## src/mmp_pkg.sv

```systemverilog
// Purpose: Shared types and constants for the move, multiply, OR and stack-restore execution block.
// Assumes: Sixteen register entries, each held as 32 bits; narrow registers use the low half.
// Notes:   Operand size tells the source width of extending moves and the data width of all others.
package mmp_pkg;
    typedef enum logic [3:0] {
        op_nop                    = 4'h0,
        op_move                   = 4'h1,
        op_sign_extend_move       = 4'h2,
        op_zero_extend_move       = 4'h3,
        op_same_size_multiply     = 4'h4,
        op_signed_byte_multiply   = 4'h5,
        op_signed_word_multiply   = 4'h6,
        op_unsigned_word_multiply = 4'h7,
        op_bitwise_or             = 4'h8,
        op_stack_restore          = 4'h9
    } mmp_op_type;

    typedef enum logic [1:0] {
        size_byte  = 2'h0,
        size_word  = 2'h1,
        size_dword = 2'h2
    } mmp_size_type;

    typedef enum logic [0:0] {
        st_idle    = 1'h0,
        st_restore = 1'h1
    } mmp_state_type;

    localparam int         REG_COUNT      = 16;
    localparam logic [3:0] RA_INDEX       = 4'hE;
    localparam logic [3:0] SP_INDEX       = 4'hF;
    localparam logic [3:0] WIDE_FIRST     = 4'hC;
    localparam logic [3:0] RA_WORDS       = 4'h2;
    localparam logic [3:0] MAX_COUNT      = 4'h8;
    localparam logic [31:0] WORD_BYTES    = 32'h2;
    localparam logic [31:0] REG_RESET     = 32'h0;
endpackage : mmp_pkg

```

## src/mmp_links.sv

```systemverilog
// Purpose: Carriers between the execution top and its arithmetic and stack-read helpers.
// Assumes: All signals live in the core clock domain.
// Notes:   The stack link start is a one-cycle pulse; word_valid is a one-cycle pulse per word.
`timescale 1ns/1ps
interface mmp_alu_if;
    import mmp_pkg::*;
    mmp_op_type   op;
    mmp_size_type size;
    logic [31:0]  src;
    logic [31:0]  dst;
    logic [31:0]  res;
    mmp_size_type wsize;
    logic         wen;
    modport exec (output op, size, src, dst, input res, wsize, wen);
    modport alu  (input op, size, src, dst, output res, wsize, wen);
endinterface : mmp_alu_if

interface mmp_stack_if;
    logic        start;
    logic [31:0] base;
    logic [3:0]  total;
    logic        word_valid;
    logic        word_last;
    logic [15:0] word_data;
    modport exec   (output start, base, total, input word_valid, word_last, word_data);
    modport reader (input start, base, total, output word_valid, word_last, word_data);
endinterface : mmp_stack_if

```

## src/mmp_alu.sv

```systemverilog
// Purpose: Combinational result for moves, extensions, multiplies and OR.
// Assumes: Operands arrive already fetched; the caller decides where the result lands.
// Notes:   Write size may differ from operand size for extending and widening multiplies.
`timescale 1ns/1ps
module mmp_alu (
    // Operands and result.
    mmp_alu_if.alu port
);
    import mmp_pkg::*;

    logic signed [15:0] prod_sb;
    logic signed [31:0] prod_sw;
    logic        [31:0] prod_uw;

    always_comb begin
        prod_sb = $signed({{8{port.src[7]}}, port.src[7:0]}) * $signed({{8{port.dst[7]}}, port.dst[7:0]});
        prod_sw = $signed({{16{port.src[15]}}, port.src[15:0]}) * $signed({{16{port.dst[15]}}, port.dst[15:0]});
        prod_uw = {16'h0, port.src[15:0]} * {16'h0, port.dst[15:0]};
        port.res   = 32'h0;
        port.wsize = port.size;
        port.wen   = 1'b1;
        case (port.op)
            op_move: begin
                port.res = port.src;
            end
            op_sign_extend_move: begin
                if (port.size == size_byte) begin
                    port.res   = {{24{port.src[7]}}, port.src[7:0]};
                    port.wsize = size_word;
                end else begin
                    port.res   = {{16{port.src[15]}}, port.src[15:0]};
                    port.wsize = size_dword;
                end
            end
            op_zero_extend_move: begin
                if (port.size == size_byte) begin
                    port.res   = {24'h0, port.src[7:0]};
                    port.wsize = size_word;
                end else begin
                    port.res   = {16'h0, port.src[15:0]};
                    port.wsize = size_dword;
                end
            end
            op_same_size_multiply: begin
                port.res = (port.size == size_byte) ? {16'h0, prod_sb} : prod_sw;
            end
            op_signed_byte_multiply: begin
                port.res   = {16'h0, prod_sb};
                port.wsize = size_word;
            end
            op_signed_word_multiply: begin
                port.res   = prod_sw;
                port.wsize = size_dword;
            end
            op_unsigned_word_multiply: begin
                port.res   = prod_uw;
                port.wsize = size_dword;
            end
            op_bitwise_or: begin
                port.res = port.src | port.dst;
            end
            default: begin
                port.wen = 1'b0;
            end
        endcase
    end
endmodule : mmp_alu

```

## src/mmp_stack_reader.sv

```systemverilog
// Purpose: Reads consecutive stack words upward from a base address, one request at a time.
// Assumes: The stack memory answers a held request with a one-cycle acknowledge carrying data.
// Notes:   Only reads are issued; popped locations are never written.
`timescale 1ns/1ps
module mmp_stack_reader (
    // Clock and reset.
    input  wire logic        core_clk,
    input  wire logic        nrst,
    // Link to the execution top.
    mmp_stack_if.reader      lnk,
    // Stack memory read port.
    output logic             stk_rd_req,
    output logic [31:0]      stk_addr,
    input  wire logic        stk_ack,
    input  wire logic [15:0] stk_rd_data
);
    import mmp_pkg::*;

    logic [3:0] left;
    logic       active;

    always_ff @(posedge core_clk or negedge nrst) begin
        if (!nrst) begin
            stk_addr <= 32'h0;
            left     <= 4'h0;
            active   <= 1'b0;
        end else if (lnk.start) begin
            stk_addr <= lnk.base;
            left     <= lnk.total;
            active   <= (lnk.total != 4'h0);
        end else if (active && stk_ack) begin
            stk_addr <= stk_addr + WORD_BYTES;
            left     <= left - 4'h1;
            active   <= (left != 4'h1);
        end
    end

    always_ff @(posedge core_clk or negedge nrst) begin
        if (!nrst) begin
            lnk.word_valid <= 1'b0;
            lnk.word_last  <= 1'b0;
            lnk.word_data  <= 16'h0;
        end else begin
            lnk.word_valid <= active && stk_ack;
            lnk.word_last  <= active && stk_ack && (left == 4'h1);
            lnk.word_data  <= stk_rd_data;
        end
    end

    assign stk_rd_req = active;
endmodule : mmp_stack_reader

```

## src/mmp_exec.sv

```systemverilog
// Purpose: Executes moves, extensions, multiplies, OR, no-operation and the stack restore.
// Assumes: Decode presents one operation with valid/ready; the stack memory is on the same clock.
// Notes:   Status flags and traps are never touched by this group.
//
// Summary of operation
// - Moves copy register or immediate source unchanged; byte, word, double word.
// - Sign-extending moves fill every added high bit with the source sign.
// - Zero-extending moves fill every added high bit with zero.
// - Same-size multiply is signed, writes destination, drops bits beyond its width.
// - Signed byte multiply writes the full signed 16-bit product.
// - Signed word multiply writes the full signed 32-bit product to a pair.
// - Unsigned word multiply writes the full unsigned 32-bit product to a pair.
// - No-operation changes no state and just moves to the next instruction.
// - OR combines source and destination bitwise at any size into destination.
// - Byte operations on a 16-bit register keep its high byte.
// - Stack restore reloads 1 to 8 words into consecutive registers from the start one.
// - First register takes the lowest address, return address the highest; pointer grows.
// - A double-word register uses two words of the count and two stack words.
// - The stack restore is atomic; no interrupt between its loads.
// - Return variant jumps to the return address afterwards; plain one continues.
// - Three operands restore registers and return address, two registers, one address.
// - Return address is one register whether the short bit is clear or set; both words go into it.
// - The stack restore only reads popped words and never writes them.
`timescale 1ns/1ps
module mmp_exec (
    // Clock and reset.
    input  wire logic                 core_clk,
    input  wire logic                 nrst,
    // Configuration.
    input  wire logic                 short_register_config_bit,
    // Operation from decode.
    input  wire logic                 op_valid,
    output logic                      op_ready,
    input  wire mmp_pkg::mmp_op_type   op_code,
    input  wire mmp_pkg::mmp_size_type op_size,
    input  wire logic [3:0]           src_sel,
    input  wire logic [3:0]           dst_sel,
    input  wire logic                 use_imm,
    input  wire logic [31:0]          imm_value,
    input  wire logic [3:0]           pop_count,
    input  wire logic                 pop_with_regs,
    input  wire logic                 pop_with_ra,
    input  wire logic                 pop_ret,
    // Completion and control flow.
    output logic                      done,
    output logic                      seq_advance,
    output logic                      jump_valid,
    output logic [31:0]               jump_addr,
    output logic                      int_block,
    output logic                      flags_we,
    output logic                      trap_req,
    // Register observation.
    input  wire logic [3:0]           rd_sel,
    output logic [31:0]               rd_data,
    // Stack memory read port.
    output logic                      stk_rd_req,
    output logic [31:0]               stk_addr,
    input  wire logic                 stk_ack,
    input  wire logic [15:0]          stk_rd_data
);
    import mmp_pkg::*;

    mmp_alu_if     alu_bus ();
    mmp_stack_if   stk_lnk ();
    mmp_state_type state;
    logic [31:0]   gpr [REG_COUNT];
    logic          accept;
    logic          pop_begin;
    logic [3:0]    pop_total;
    logic [3:0]    src_hi;
    logic [3:0]    dst_hi;
    logic [31:0]   src_val;
    logic [31:0]   dst_val;
    logic [3:0]    cur_idx;
    logic          cur_half;
    logic [3:0]    regs_left;
    logic          ra_half;
    logic          ret_pending;
    logic          ra_pending;
    logic [31:0]   sp_expect;
    logic [31:0]   next_sp;
    logic [31:0]   ra_final;
    logic          pop_end;

    function automatic logic is_wide(input logic [3:0] idx, input logic sr);
        return !sr && (idx >= WIDE_FIRST);
    endfunction : is_wide

    mmp_alu u_alu (
        .port (alu_bus)
    );

    mmp_stack_reader u_reader (
        .core_clk    (core_clk),
        .nrst        (nrst),
        .lnk         (stk_lnk),
        .stk_rd_req  (stk_rd_req),
        .stk_addr    (stk_addr),
        .stk_ack     (stk_ack),
        .stk_rd_data (stk_rd_data)
    );

    assign op_ready  = (state == st_idle);
    assign accept    = op_valid && op_ready;
    assign src_hi    = 4'(src_sel + 4'h1);
    assign dst_hi    = 4'(dst_sel + 4'h1);
    assign pop_total = 4'((pop_with_regs ? pop_count : 4'h0) + (pop_with_ra ? RA_WORDS : 4'h0));
    assign pop_begin = accept && (op_code == op_stack_restore) && (pop_total != 4'h0);
    assign pop_end   = stk_lnk.word_valid && stk_lnk.word_last;
    assign next_sp   = sp_expect;
    // return address assembled from two words
    assign ra_final  = ra_pending ? {stk_lnk.word_data, gpr[RA_INDEX][15:0]} : gpr[RA_INDEX];

    assign flags_we  = 1'b0;
    assign trap_req  = 1'b0;

    always_comb begin
        if (use_imm) begin
            src_val = imm_value;
        end else if (op_size == size_dword && !is_wide(src_sel, short_register_config_bit)) begin
            src_val = {gpr[src_hi][15:0], gpr[src_sel][15:0]};
        end else begin
            src_val = gpr[src_sel];
        end
        if (op_size == size_dword && !is_wide(dst_sel, short_register_config_bit)) begin
            dst_val = {gpr[dst_hi][15:0], gpr[dst_sel][15:0]};
        end else begin
            dst_val = gpr[dst_sel];
        end
    end

    assign alu_bus.op   = op_code;
    assign alu_bus.size = op_size;
    assign alu_bus.src  = src_val;
    assign alu_bus.dst  = dst_val;
    assign stk_lnk.start = pop_begin;
    assign stk_lnk.base  = gpr[SP_INDEX];
    assign stk_lnk.total = pop_total;

    always_ff @(posedge core_clk or negedge nrst) begin
        if (!nrst) begin
            state <= st_idle;
        end else if (pop_begin) begin
            state <= st_restore;
        end else if (pop_end) begin
            state <= st_idle;
        end
    end

    always_ff @(posedge core_clk or negedge nrst) begin
        if (!nrst) begin
            for (int i = 0; i < REG_COUNT; i++) begin
                gpr[i] <= REG_RESET;
            end
        end else begin
            if (accept && alu_bus.wen) begin
                case (alu_bus.wsize)
                    size_byte: begin
                        gpr[dst_sel][7:0] <= alu_bus.res[7:0];
                    end
                    size_word: begin
                        gpr[dst_sel][15:0] <= alu_bus.res[15:0];
                    end
                    default: begin
                        if (is_wide(dst_sel, short_register_config_bit)) begin
                            gpr[dst_sel] <= alu_bus.res;
                        end else begin
                            gpr[dst_sel][15:0] <= alu_bus.res[15:0];
                            gpr[dst_hi][15:0]  <= alu_bus.res[31:16];
                        end
                    end
                endcase
            end
            if (stk_lnk.word_valid) begin
                if (regs_left != 4'h0) begin
                    if (cur_half) begin
                        gpr[cur_idx][31:16] <= stk_lnk.word_data;
                    end else begin
                        gpr[cur_idx][15:0] <= stk_lnk.word_data;
                    end
                end else if (ra_half) begin
                    gpr[RA_INDEX][31:16] <= stk_lnk.word_data;
                end else begin
                    gpr[RA_INDEX][15:0] <= stk_lnk.word_data;
                end
            end
            if (pop_end) begin
                gpr[SP_INDEX] <= next_sp;
            end
        end
    end

    always_ff @(posedge core_clk or negedge nrst) begin
        if (!nrst) begin
            cur_idx     <= 4'h0;
            cur_half    <= 1'b0;
            regs_left   <= 4'h0;
            ra_half     <= 1'b0;
            ret_pending <= 1'b0;
            ra_pending  <= 1'b0;
            sp_expect   <= 32'h0;
        end else if (pop_begin) begin
            cur_idx     <= src_sel;
            cur_half    <= 1'b0;
            regs_left   <= pop_with_regs ? pop_count : 4'h0;
            ra_half     <= 1'b0;
            ret_pending <= pop_ret;
            ra_pending  <= pop_with_ra;
            sp_expect   <= gpr[SP_INDEX] + {27'h0, pop_total, 1'b0};
        end else if (stk_lnk.word_valid) begin
            if (regs_left != 4'h0) begin
                regs_left <= regs_left - 4'h1;
                if (is_wide(cur_idx, short_register_config_bit) && !cur_half) begin
                    cur_half <= 1'b1;
                end else begin
                    cur_idx  <= 4'(cur_idx + 4'h1);
                    cur_half <= 1'b0;
                end
            end else begin
                ra_half <= 1'b1;
            end
        end
    end

    always_ff @(posedge core_clk or negedge nrst) begin
        if (!nrst) begin
            done        <= 1'b0;
            seq_advance <= 1'b0;
            jump_valid  <= 1'b0;
            jump_addr   <= 32'h0;
            rd_data     <= 32'h0;
        end else begin
            done        <= (accept && !pop_begin) || pop_end;
            seq_advance <= (accept && !pop_begin && !(op_code == op_stack_restore && pop_ret))
                           || (pop_end && !ret_pending);
            jump_valid  <= pop_end && ret_pending;
            if (pop_end && ret_pending) begin
                jump_addr <= {ra_final[30:0], 1'b0};
            end
            rd_data     <= gpr[rd_sel];
        end
    end

    assign int_block = (state == st_restore);

    // Checking helpers.
    logic [15:0] chk_mul_w;
    logic [15:0] chk_sb;
    logic [31:0] chk_sw;
    logic [31:0] chk_uw;
    logic        chk_byte_op;
    assign chk_mul_w   = src_val[15:0] * dst_val[15:0];
    assign chk_sb      = {{8{src_val[7]}}, src_val[7:0]} * {{8{dst_val[7]}}, dst_val[7:0]};
    assign chk_sw      = {{16{src_val[15]}}, src_val[15:0]} * {{16{dst_val[15]}}, dst_val[15:0]};
    assign chk_uw      = {16'h0, src_val[15:0]} * {16'h0, dst_val[15:0]};
    assign chk_byte_op = accept && op_size == size_byte
                         && (op_code == op_move || op_code == op_bitwise_or || op_code == op_same_size_multiply);
endmodule : mmp_exec

```

## config.mk

```make
export PLATFORM = sky130hd
export DESIGN_NAME = mmp_exec
export DESIGN_NICKNAME = d
export VERILOG_FILES = /design/src/mmp_pkg.sv /design/src/mmp_links.sv /design/src/mmp_alu.sv /design/src/mmp_stack_reader.sv /design/src/mmp_exec.sv
export SDC_FILE = /design/constraint.sdc
export NUM_CORES = 2
export LEC_CHECK = 0
export ABC_CLOCK_PERIOD_IN_PS = 9720
export BUFFER_PORTS_ARGS = -buffer_cell sky130_fd_sc_hd__buf_2
export CAP_MARGIN = 20
export CORE_AREA = 2 2 468 470
export CTS_BUF_LIST = sky130_fd_sc_hd__clkbuf_4 sky130_fd_sc_hd__clkbuf_8
export CTS_CLUSTER_DIAMETER = 150
export CTS_CLUSTER_SIZE = 28
export DETAILED_ROUTE_END_ITERATION = 8
export DIE_AREA = 0 0 470 472
export GPL_ROUTABILITY_DRIVEN = 0
export PLACE_DENSITY = 0.47
export SYNTH_ARGS = -nofsm -noshare
export SYNTH_HDL_FRONTEND = slang
export SYNTH_SLANG_ARGS = --single-unit
```

## constraint.sdc

```tcl
create_clock -name core_clk -period 9.72 [get_ports core_clk]
set_clock_uncertainty 0.1 [all_clocks]
set_input_delay 2.916 -clock core_clk [delete_from_list [all_inputs] [get_ports core_clk]]
set_output_delay 2.916 -clock core_clk [all_outputs]
set_load 0.03 [all_outputs]
```

-- Yosys cells after proc, flatten, opt, wreduce, memory -nomap -nowiden
Index checks and enable logic that the tools add are counted.
- add/sub/neg operators: 8
- multipliers: 3
- order comparisons: 12
- eq/ne operators: 15
- muxes and demuxes: 79
- bitwise operators: 8
- reductions and logical operators: 44
- operators with widths (kind ; count):
    bitwise mux 512 bit ; 6
    2-to-1 mux 512 bit ; 4
    case mux 512 bit (2 select lines) ; 1
    demux 32 bit (select 4 bit) ; 6
    binary-select mux 32 bit (select 4 bit) ; 5
    2-to-1 mux 32 bit ; 18
    2-to-1 mux 448 bit ; 1
    case mux 32 bit (8 select lines) ; 1
    2-to-1 mux 16 bit ; 10
    multiplier 16 x 16 -> 32 bit ; 2
    2-to-1 mux 4 bit ; 10
    adder 32 x 2 -> 32 bit, second input constant ; 1
    adder 32 x 5 -> 32 bit ; 1
    OR 32 bit ; 1
    2-to-1 mux 31 bit ; 1
    greater-or-equal comparator 5 bit, second input constant ; 6
    inverter 4 -> 5 bit ; 6
    logical AND 1 bit ; 21
    == test 4 x 3 -> 1 bit, second input constant ; 4
    multiplier 8 x 8 -> 16 bit ; 1
    less-than comparator 5 x 1 -> 1 bit, second input constant ; 3
    adder 4 x 1 -> 4 bit, second input constant ; 3
    greater-or-equal comparator 4 bit, second input constant ; 3
    2-to-1 mux 1 bit ; 12
    22 further kinds ; 42
- bits in registers: 678
- input bits: 79
- output and inout bits: 104

-- Depth between registers and ports, before layout
- word-level depth: 20
- mapped depth: 38

-- Hierarchy
A second synthesis with hierarchy kept.
- cells, all modules: 6721
- area, all modules: 68590.8 µm²
- modules (own cells, without submodules) (module ; times used ; cells an instance ; area each (µm²)):
    mmp_exec ; 1 ; 4462 ; 48326.3
    mmp_alu ; 1 ; 1999 ; 17673.2
    mmp_stack_reader ; 1 ; 260 ; 2591.2

-- Worst setup path before layout
Ideal clock, no wire load.
- path kind: input-to-reg
- start: input src_sel[0]
- end: register gpr[398] (netlist name)
- arrival: 11130 ps
- slack: -1588 ps
- stages on the path: 33
- cells stage by stage: buf_6 > buf_12 > buf_6 > buf_2 > mux4_2 > mux4_2 > nand2_1 > nand2_1 > clkbuf_1 > nand2_1 > inv_1 > fa_1 > inv_1 > fa_1 > inv_1 > fa_1 > fa_1 > fa_1 > inv_1 > fa_1 > inv_1 > ha_1 > nand3_1 > or4_1 > a21oi_1 > nor3_1 > o21ai_0 > nand2_1 > o2bb2ai_1 > o311ai_0 > clkbuf_1 > o21ai_0 > a21oi_1
- cells in the longest elaborated chain, start to end: 18
- elaborated cells on any way between the ends: 34
- ends and longest elaborated chain (item ; line ; source):
    from (decl) ; mmp_exec.sv:36 ; input wire logic [3:0] src_sel,
    inverter 4 -> 5 bit (implied by the code) ; mmp_exec.sv:121, mmp_exec.sv:123 ;
    binary-select mux 32 bit (select 4 bit) ; mmp_exec.sv:121, mmp_exec.sv:123 ;
    2-to-1 mux 32 bit (implied by the code) (2 in a row) ; mmp_exec.sv:123 ; src_val = gpr[src_sel];
    2-to-1 mux 32 bit * ; mmp_exec.sv:120 ; end else if (op_size == size_dword && !is_wide(src_sel, short_register_config_bit)) begin
    2-to-1 mux 32 bit * ; mmp_exec.sv:118 ; if (use_imm) begin
    multiplier 16 x 16 -> 32 bit or multiplier 8 x 8 -> 16 bit (tied branches) ; mmp_alu.sv:17, mmp_alu.sv:16 ;
    2-to-1 mux 32 bit ; mmp_alu.sv:45 ; port.res = (port.size == size_byte) ? {16'h0, prod_sb} : prod_sw;
    case mux 32 bit (8 select lines) * ; mmp_alu.sv:22 ; case (port.op)
    bitwise mux 512 bit ; mmp_exec.sv:162, mmp_exec.sv:168 ;
    bitwise mux 512 bit ; mmp_exec.sv:169 ; gpr[dst_hi][15:0] <= alu_bus.res[31:16];
    2-to-1 mux 512 bit ; mmp_exec.sv:165 ; if (is_wide(dst_sel, short_register_config_bit)) begin
    case mux 512 bit (2 select lines) * ; mmp_exec.sv:157 ; case (alu_bus.wsize)
    2-to-1 mux 512 bit * ; mmp_exec.sv:156 ; if (accept && alu_bus.wen) begin
    bitwise mux 512 bit, on equally long branches ; mmp_exec.sv:179, mmp_exec.sv:177 ;
    2-to-1 mux 512 bit ; mmp_exec.sv:176 ; if (cur_half) begin
    2-to-1 mux 448 bit ; mmp_exec.sv:175 ; if (regs_left != 4'h0) begin
    2-to-1 mux 512 bit * ; mmp_exec.sv:174 ; if (stk_lnk.word_valid) begin
    to (signal, indexed assignment) ; mmp_exec.sv:177 ; gpr[cur_idx][31:16] <= stk_lnk.word_data;
    to (signal, indexed assignment) ; mmp_exec.sv:179 ; gpr[cur_idx][15:0] <= stk_lnk.word_data;
    to (signal, indexed assignment) ; mmp_exec.sv:182 ; gpr[RA_INDEX][31:16] <= stk_lnk.word_data;
    to (decl) ; mmp_exec.sv:66 ; logic [31:0] gpr [REG_COUNT];
Every way passes the cells marked *; elsewhere a longest branch is shown, timed or not. The select of a mux whose other input is x is not followed.
A chain may end at the register's enable or synchronous reset.

-- Worst setup path after layout
- start: input src_sel[0]
- end: register gpr (netlist bit stk_lnk.base[22])
- cells in the longest elaborated chain, start to end: 18
- elaborated cells on any way between the ends: 31
- ends and longest elaborated chain (item ; line ; source):
    inverter 4 -> 5 bit (implied by the code) or adder 4 x 1 -> 4 bit (tied branches) ; mmp_exec.sv:121, mmp_exec.sv:123, mmp_exec.sv:105 ;
    binary-select mux 32 bit (select 4 bit) or inverter 4 -> 5 bit (tied branches) ; mmp_exec.sv:121, mmp_exec.sv:123 ;
    2-to-1 mux 32 bit (implied by the code) or binary-select mux 32 bit (select 4 bit) (tied branches) ; mmp_exec.sv:123, mmp_exec.sv:121 ;
    2-to-1 mux 32 bit (implied by the code) or 2-to-1 mux 16 bit (tied branches) ; mmp_exec.sv:123, mmp_exec.sv:121 ;
    2-to-1 mux 32 bit * ; mmp_exec.sv:120 ;
    2-to-1 mux 32 bit * ; mmp_exec.sv:118 ;
    multiplier 16 x 16 -> 32 bit or 2-to-1 mux 32 bit (tied branches) ; mmp_alu.sv:17, mmp_exec.sv:118 ;
    2-to-1 mux 32 bit or OR 32 bit (tied branches) ; mmp_alu.sv:45, mmp_alu.sv:60 ;
    (+2 left out) ; -- ;
    2-to-1 mux 512 bit * ; mmp_exec.sv:165 ;
    case mux 512 bit (2 select lines) * ; mmp_exec.sv:157 ;
    2-to-1 mux 512 bit * ; mmp_exec.sv:156 ;
    bitwise mux 512 bit, on equally long branches ; mmp_exec.sv:179, mmp_exec.sv:177 ;
    2-to-1 mux 512 bit ; mmp_exec.sv:176 ;
    2-to-1 mux 32 bit ; mmp_exec.sv:175 ;
    2-to-1 mux 512 bit * ; mmp_exec.sv:174 ;
    2-to-1 mux 32 bit * ; mmp_exec.sv:187 ; if (pop_end) begin
    to (signal, indexed assignment) ; mmp_exec.sv:177 ;
    to (signal, indexed assignment) ; mmp_exec.sv:179 ;
    to (signal, indexed assignment) ; mmp_exec.sv:188 ; gpr[SP_INDEX] <= next_sp;
Marked as above.

==> out/summary.txt <==
status: complete, but fails checks
failing checks: negative setup slack
Worst Path Arrival: 10.85 ns
Synth area leader: dfrtp_1
Post-Syn Area: 66840 µm²
final global-route overflow total: 0
synthesized area per cell: 10.41 µm²
RSZ-0062 raised after global routing: yes
Synth cell types: 88
dpl cell area: 76820 µm²
H-tree levels: 1
largest net degree at the start of global routing: 155
Critical Path Start Type: input port
Avg Vias per Cell: 6.111
Yosys top cell area share: 25.38%
Finished Cell Area: 81420 µm²
most common cell in the netlist: dfrtp_1
nets: 7801
DRC errors left: 0
WL/cell: 32.14 µm
CP endpoint kind: flop
die area: 221800 µm²
TritonRoute pass-1 iters: 9
width of the die: 470 µm
Final Slew Violations: 0
PortBufs: 179
clock-pin transition on the worst setup and hold timing paths: 0.17 ns
Final Worst Setup Slack: -0.5072 ns
Final HPWL DP: 240000 µm
clock insertion delay at the later pin of the skew report: 0.89 ns
Filler Cell Count: 21.58k
register area share after synthesis: 25.38%
Top FF cell, synth: dfrtp_1
Seq cells post-synth: 678
setup violators final: 319
hold buffer count at cts: 0
vias in the first global route: 60.68k
post-route ant nets: 0
EDFF count, synth: 0
Final Hold Fails: 0
root buffer cell: clkbuf_8
max frequency: 97.78 MHz
period utilization: 105.2%
P&R area growth vs syn: 21.81%
global-route wire length before repair: 454000 µm
most frequent CP cell: fa_1
CP max-delay cell: mux4_2
slew margin rel.: 17.55%
final core occ: 37.60%
clk buf depth: 3
CTS tree: done
Worst path max stage delay: 0.64 ns
minimum clock period: 10.23 ns
Critical Path RT: 10.35 ns
WS Path Type: in2reg
clock buffer count from CTS: 28
Total GRT Usage: 28.09%
routed vias: 60.94k
YS warnings: 0
CP max FO: 7
core footprint: 216500 µm²
synthesized instance count: 6419
multi-input logic area: 47960 µm²
overall routed net length: 320500 µm
initial drt markers: 7428
Min-Delay Path Class: reg2reg
row count: 171
# IOs: 183
Die H: 472 µm
Tightest Pin Transition: 1.232 ns
initial antenna violation count: 19
Final Non-Filler Cells: 9971
max-cap viol count: 0
Async SR Flop Fraction: 100.0%
Storage cell area: 16970 µm²
layout cell share with drive strength beyond 1: 34.62%
Initial Utilization: 30.87%
clock sinks: 678
synth cell count leaders: 678 x dfrtp_1, 627 x nand2_1, 597 x inv_1
top post-synthesis cells by area: dfrtp_1 25%, mux4_2 20%, fa_1 13%, ha_1 3.7%, mux2_2 3.7%
setup_tns: -84.99 ns
Inst Count DP: 9791
[cell usage in the layout (no fill, tap or decap), types with 65 or more instances in the layout]
| master | netlist | layout |
|---|---|---|
| buf_4 | 25 | 793 |
| dfrtp_1 | 678 | 678 |
| nand2_1 | 627 | 600 |
| mux4_2 | 594 | 594 |
| inv_1 | 597 | 571 |
| fa_1 | 424 | 408 |
| nor2_1 | 362 | 337 |
| o21ai_0 | 362 | 280 |
| a21oi_1 | 320 | 249 |
| mux2_2 | 217 | 216 |
| buf_2 | 82 | 171 |
| ha_1 | 199 | 170 |
| nor3_1 | 162 | 139 |
| o21a_1 | 141 | 138 |
| a221oi_1 | 135 | 127 |
| buf_12 | 2 | 89 |
| nand3_1 | 86 | 73 |
| xnor2_1 | 78 | 67 |
| a21oi_2 | 1 | 65 |
[final timing paths]
check                           start                to  slack, ns  cells past startpoint
setup / recovery           src_sel[0]  stk_lnk.base[22]      -0.51                     31
hold / removal             next_sp[2]   stk_lnk.base[2]       0.39                      2
setup reg to reg              gpr[40]  stk_lnk.base[22]       1.16                     30
hold reg to reg            next_sp[2]   stk_lnk.base[2]       0.39                      2
max in group asynchronous        nrst      jump_addr[4]       5.70                      3
min in group asynchronous        nrst          gpr[209]       2.01                      1
[per-layer routing]
layer,up-vias,routed length (µm),GRT usage [%]
li1,24700,-,-
met1,31600,123600,36.30
met2,3856,139700,42.76
met3,768,38160,8.959
met4,16,18820,12.95
met5,-,252,0
[registers in the layout, summed over array words and instances (netlist names), 4 cells and up]
register                flops
gpr                       480
next_sp                    32
rd_data                    32
stk_lnk.base               32
u_reader.stk_addr          32
jump_addr                  31
u_reader.lnk.word_data     16
cur_idx                     4
regs_left                   4
u_reader.left               4
[layout make-up]
| cell class | instances | share of cell area (%) |
|---|---|---|
| Sequential cell | 678 | 20.84 |
| Inverter | 599 | 2.771 |
| Tap cell | 2854 | 4.386 |
| Antenna cell | 15 | 0.04610 |
| Timing Repair Buffer | 1152 | 12.53 |
| Clock inverter | 4 | 0.04303 |
| Clock buffer | 29 | 0.4825 |
| Multi-Input combinational cell | 4640 | 58.90 |
[logic make-up (layout without fill, tap and decap cells)]
logic type / count (synthesis) / in the layout / synth area share [%]
other: 1 / 18 / 0.005610
muxes: 891 / 891 / 25.11
DFF: 678 / 678 / 25.38
adders and majority gates: 623 / 623 / 16.42
buffers and inverters: 1103 / 1784 / 6.711
AOI/OAI and AO/OA: 1396 / 1396 / 13.77
and+or+nand+nor: 1587 / 1587 / 10.76
xor gates and xnor gates: 140 / 140 / 1.834
[stage by stage]
step / setup WS [ns] / hold slack [ns]
6_report: -0.5072 / 0.3907
5_1_grt: -0.6188 / 0.4037
4_1_cts: -0.3817 / 0.3813
3_5_place_dp: -2.109 / 0.3647
3_3_place_gp: -2.079 / 0.3604
2_1_floorplan: -0.9336 / 0.3418
[worst max-delay path: cells and delay by family]
kind	cells	cell delay, ns
AO/OA/AOI/OAI	8	1.65
XOR/XNOR	1	0.27
adder cells (fa/ha/maj)	7	3.16
buffers and inverters	10	1.23
multiplexers	2	1.19
AND/OR/NAND/NOR	3	0.36
[repair_timing]
| item | CTS | global route |
|---|---|---|
| buffers inserted | 83 | 37 |
| setup endpoints to repair | 320 | 320 |
| hold endpoints to repair | 0 | 0 |
| pin swaps | 101 | 90 |
| gates cloned | 16 | 5 |
| resized for setup | 323 | 276 |
Power is not shown: default switching activity piles up to over one toggle a cycle in this logic, so the estimate is an artifact.
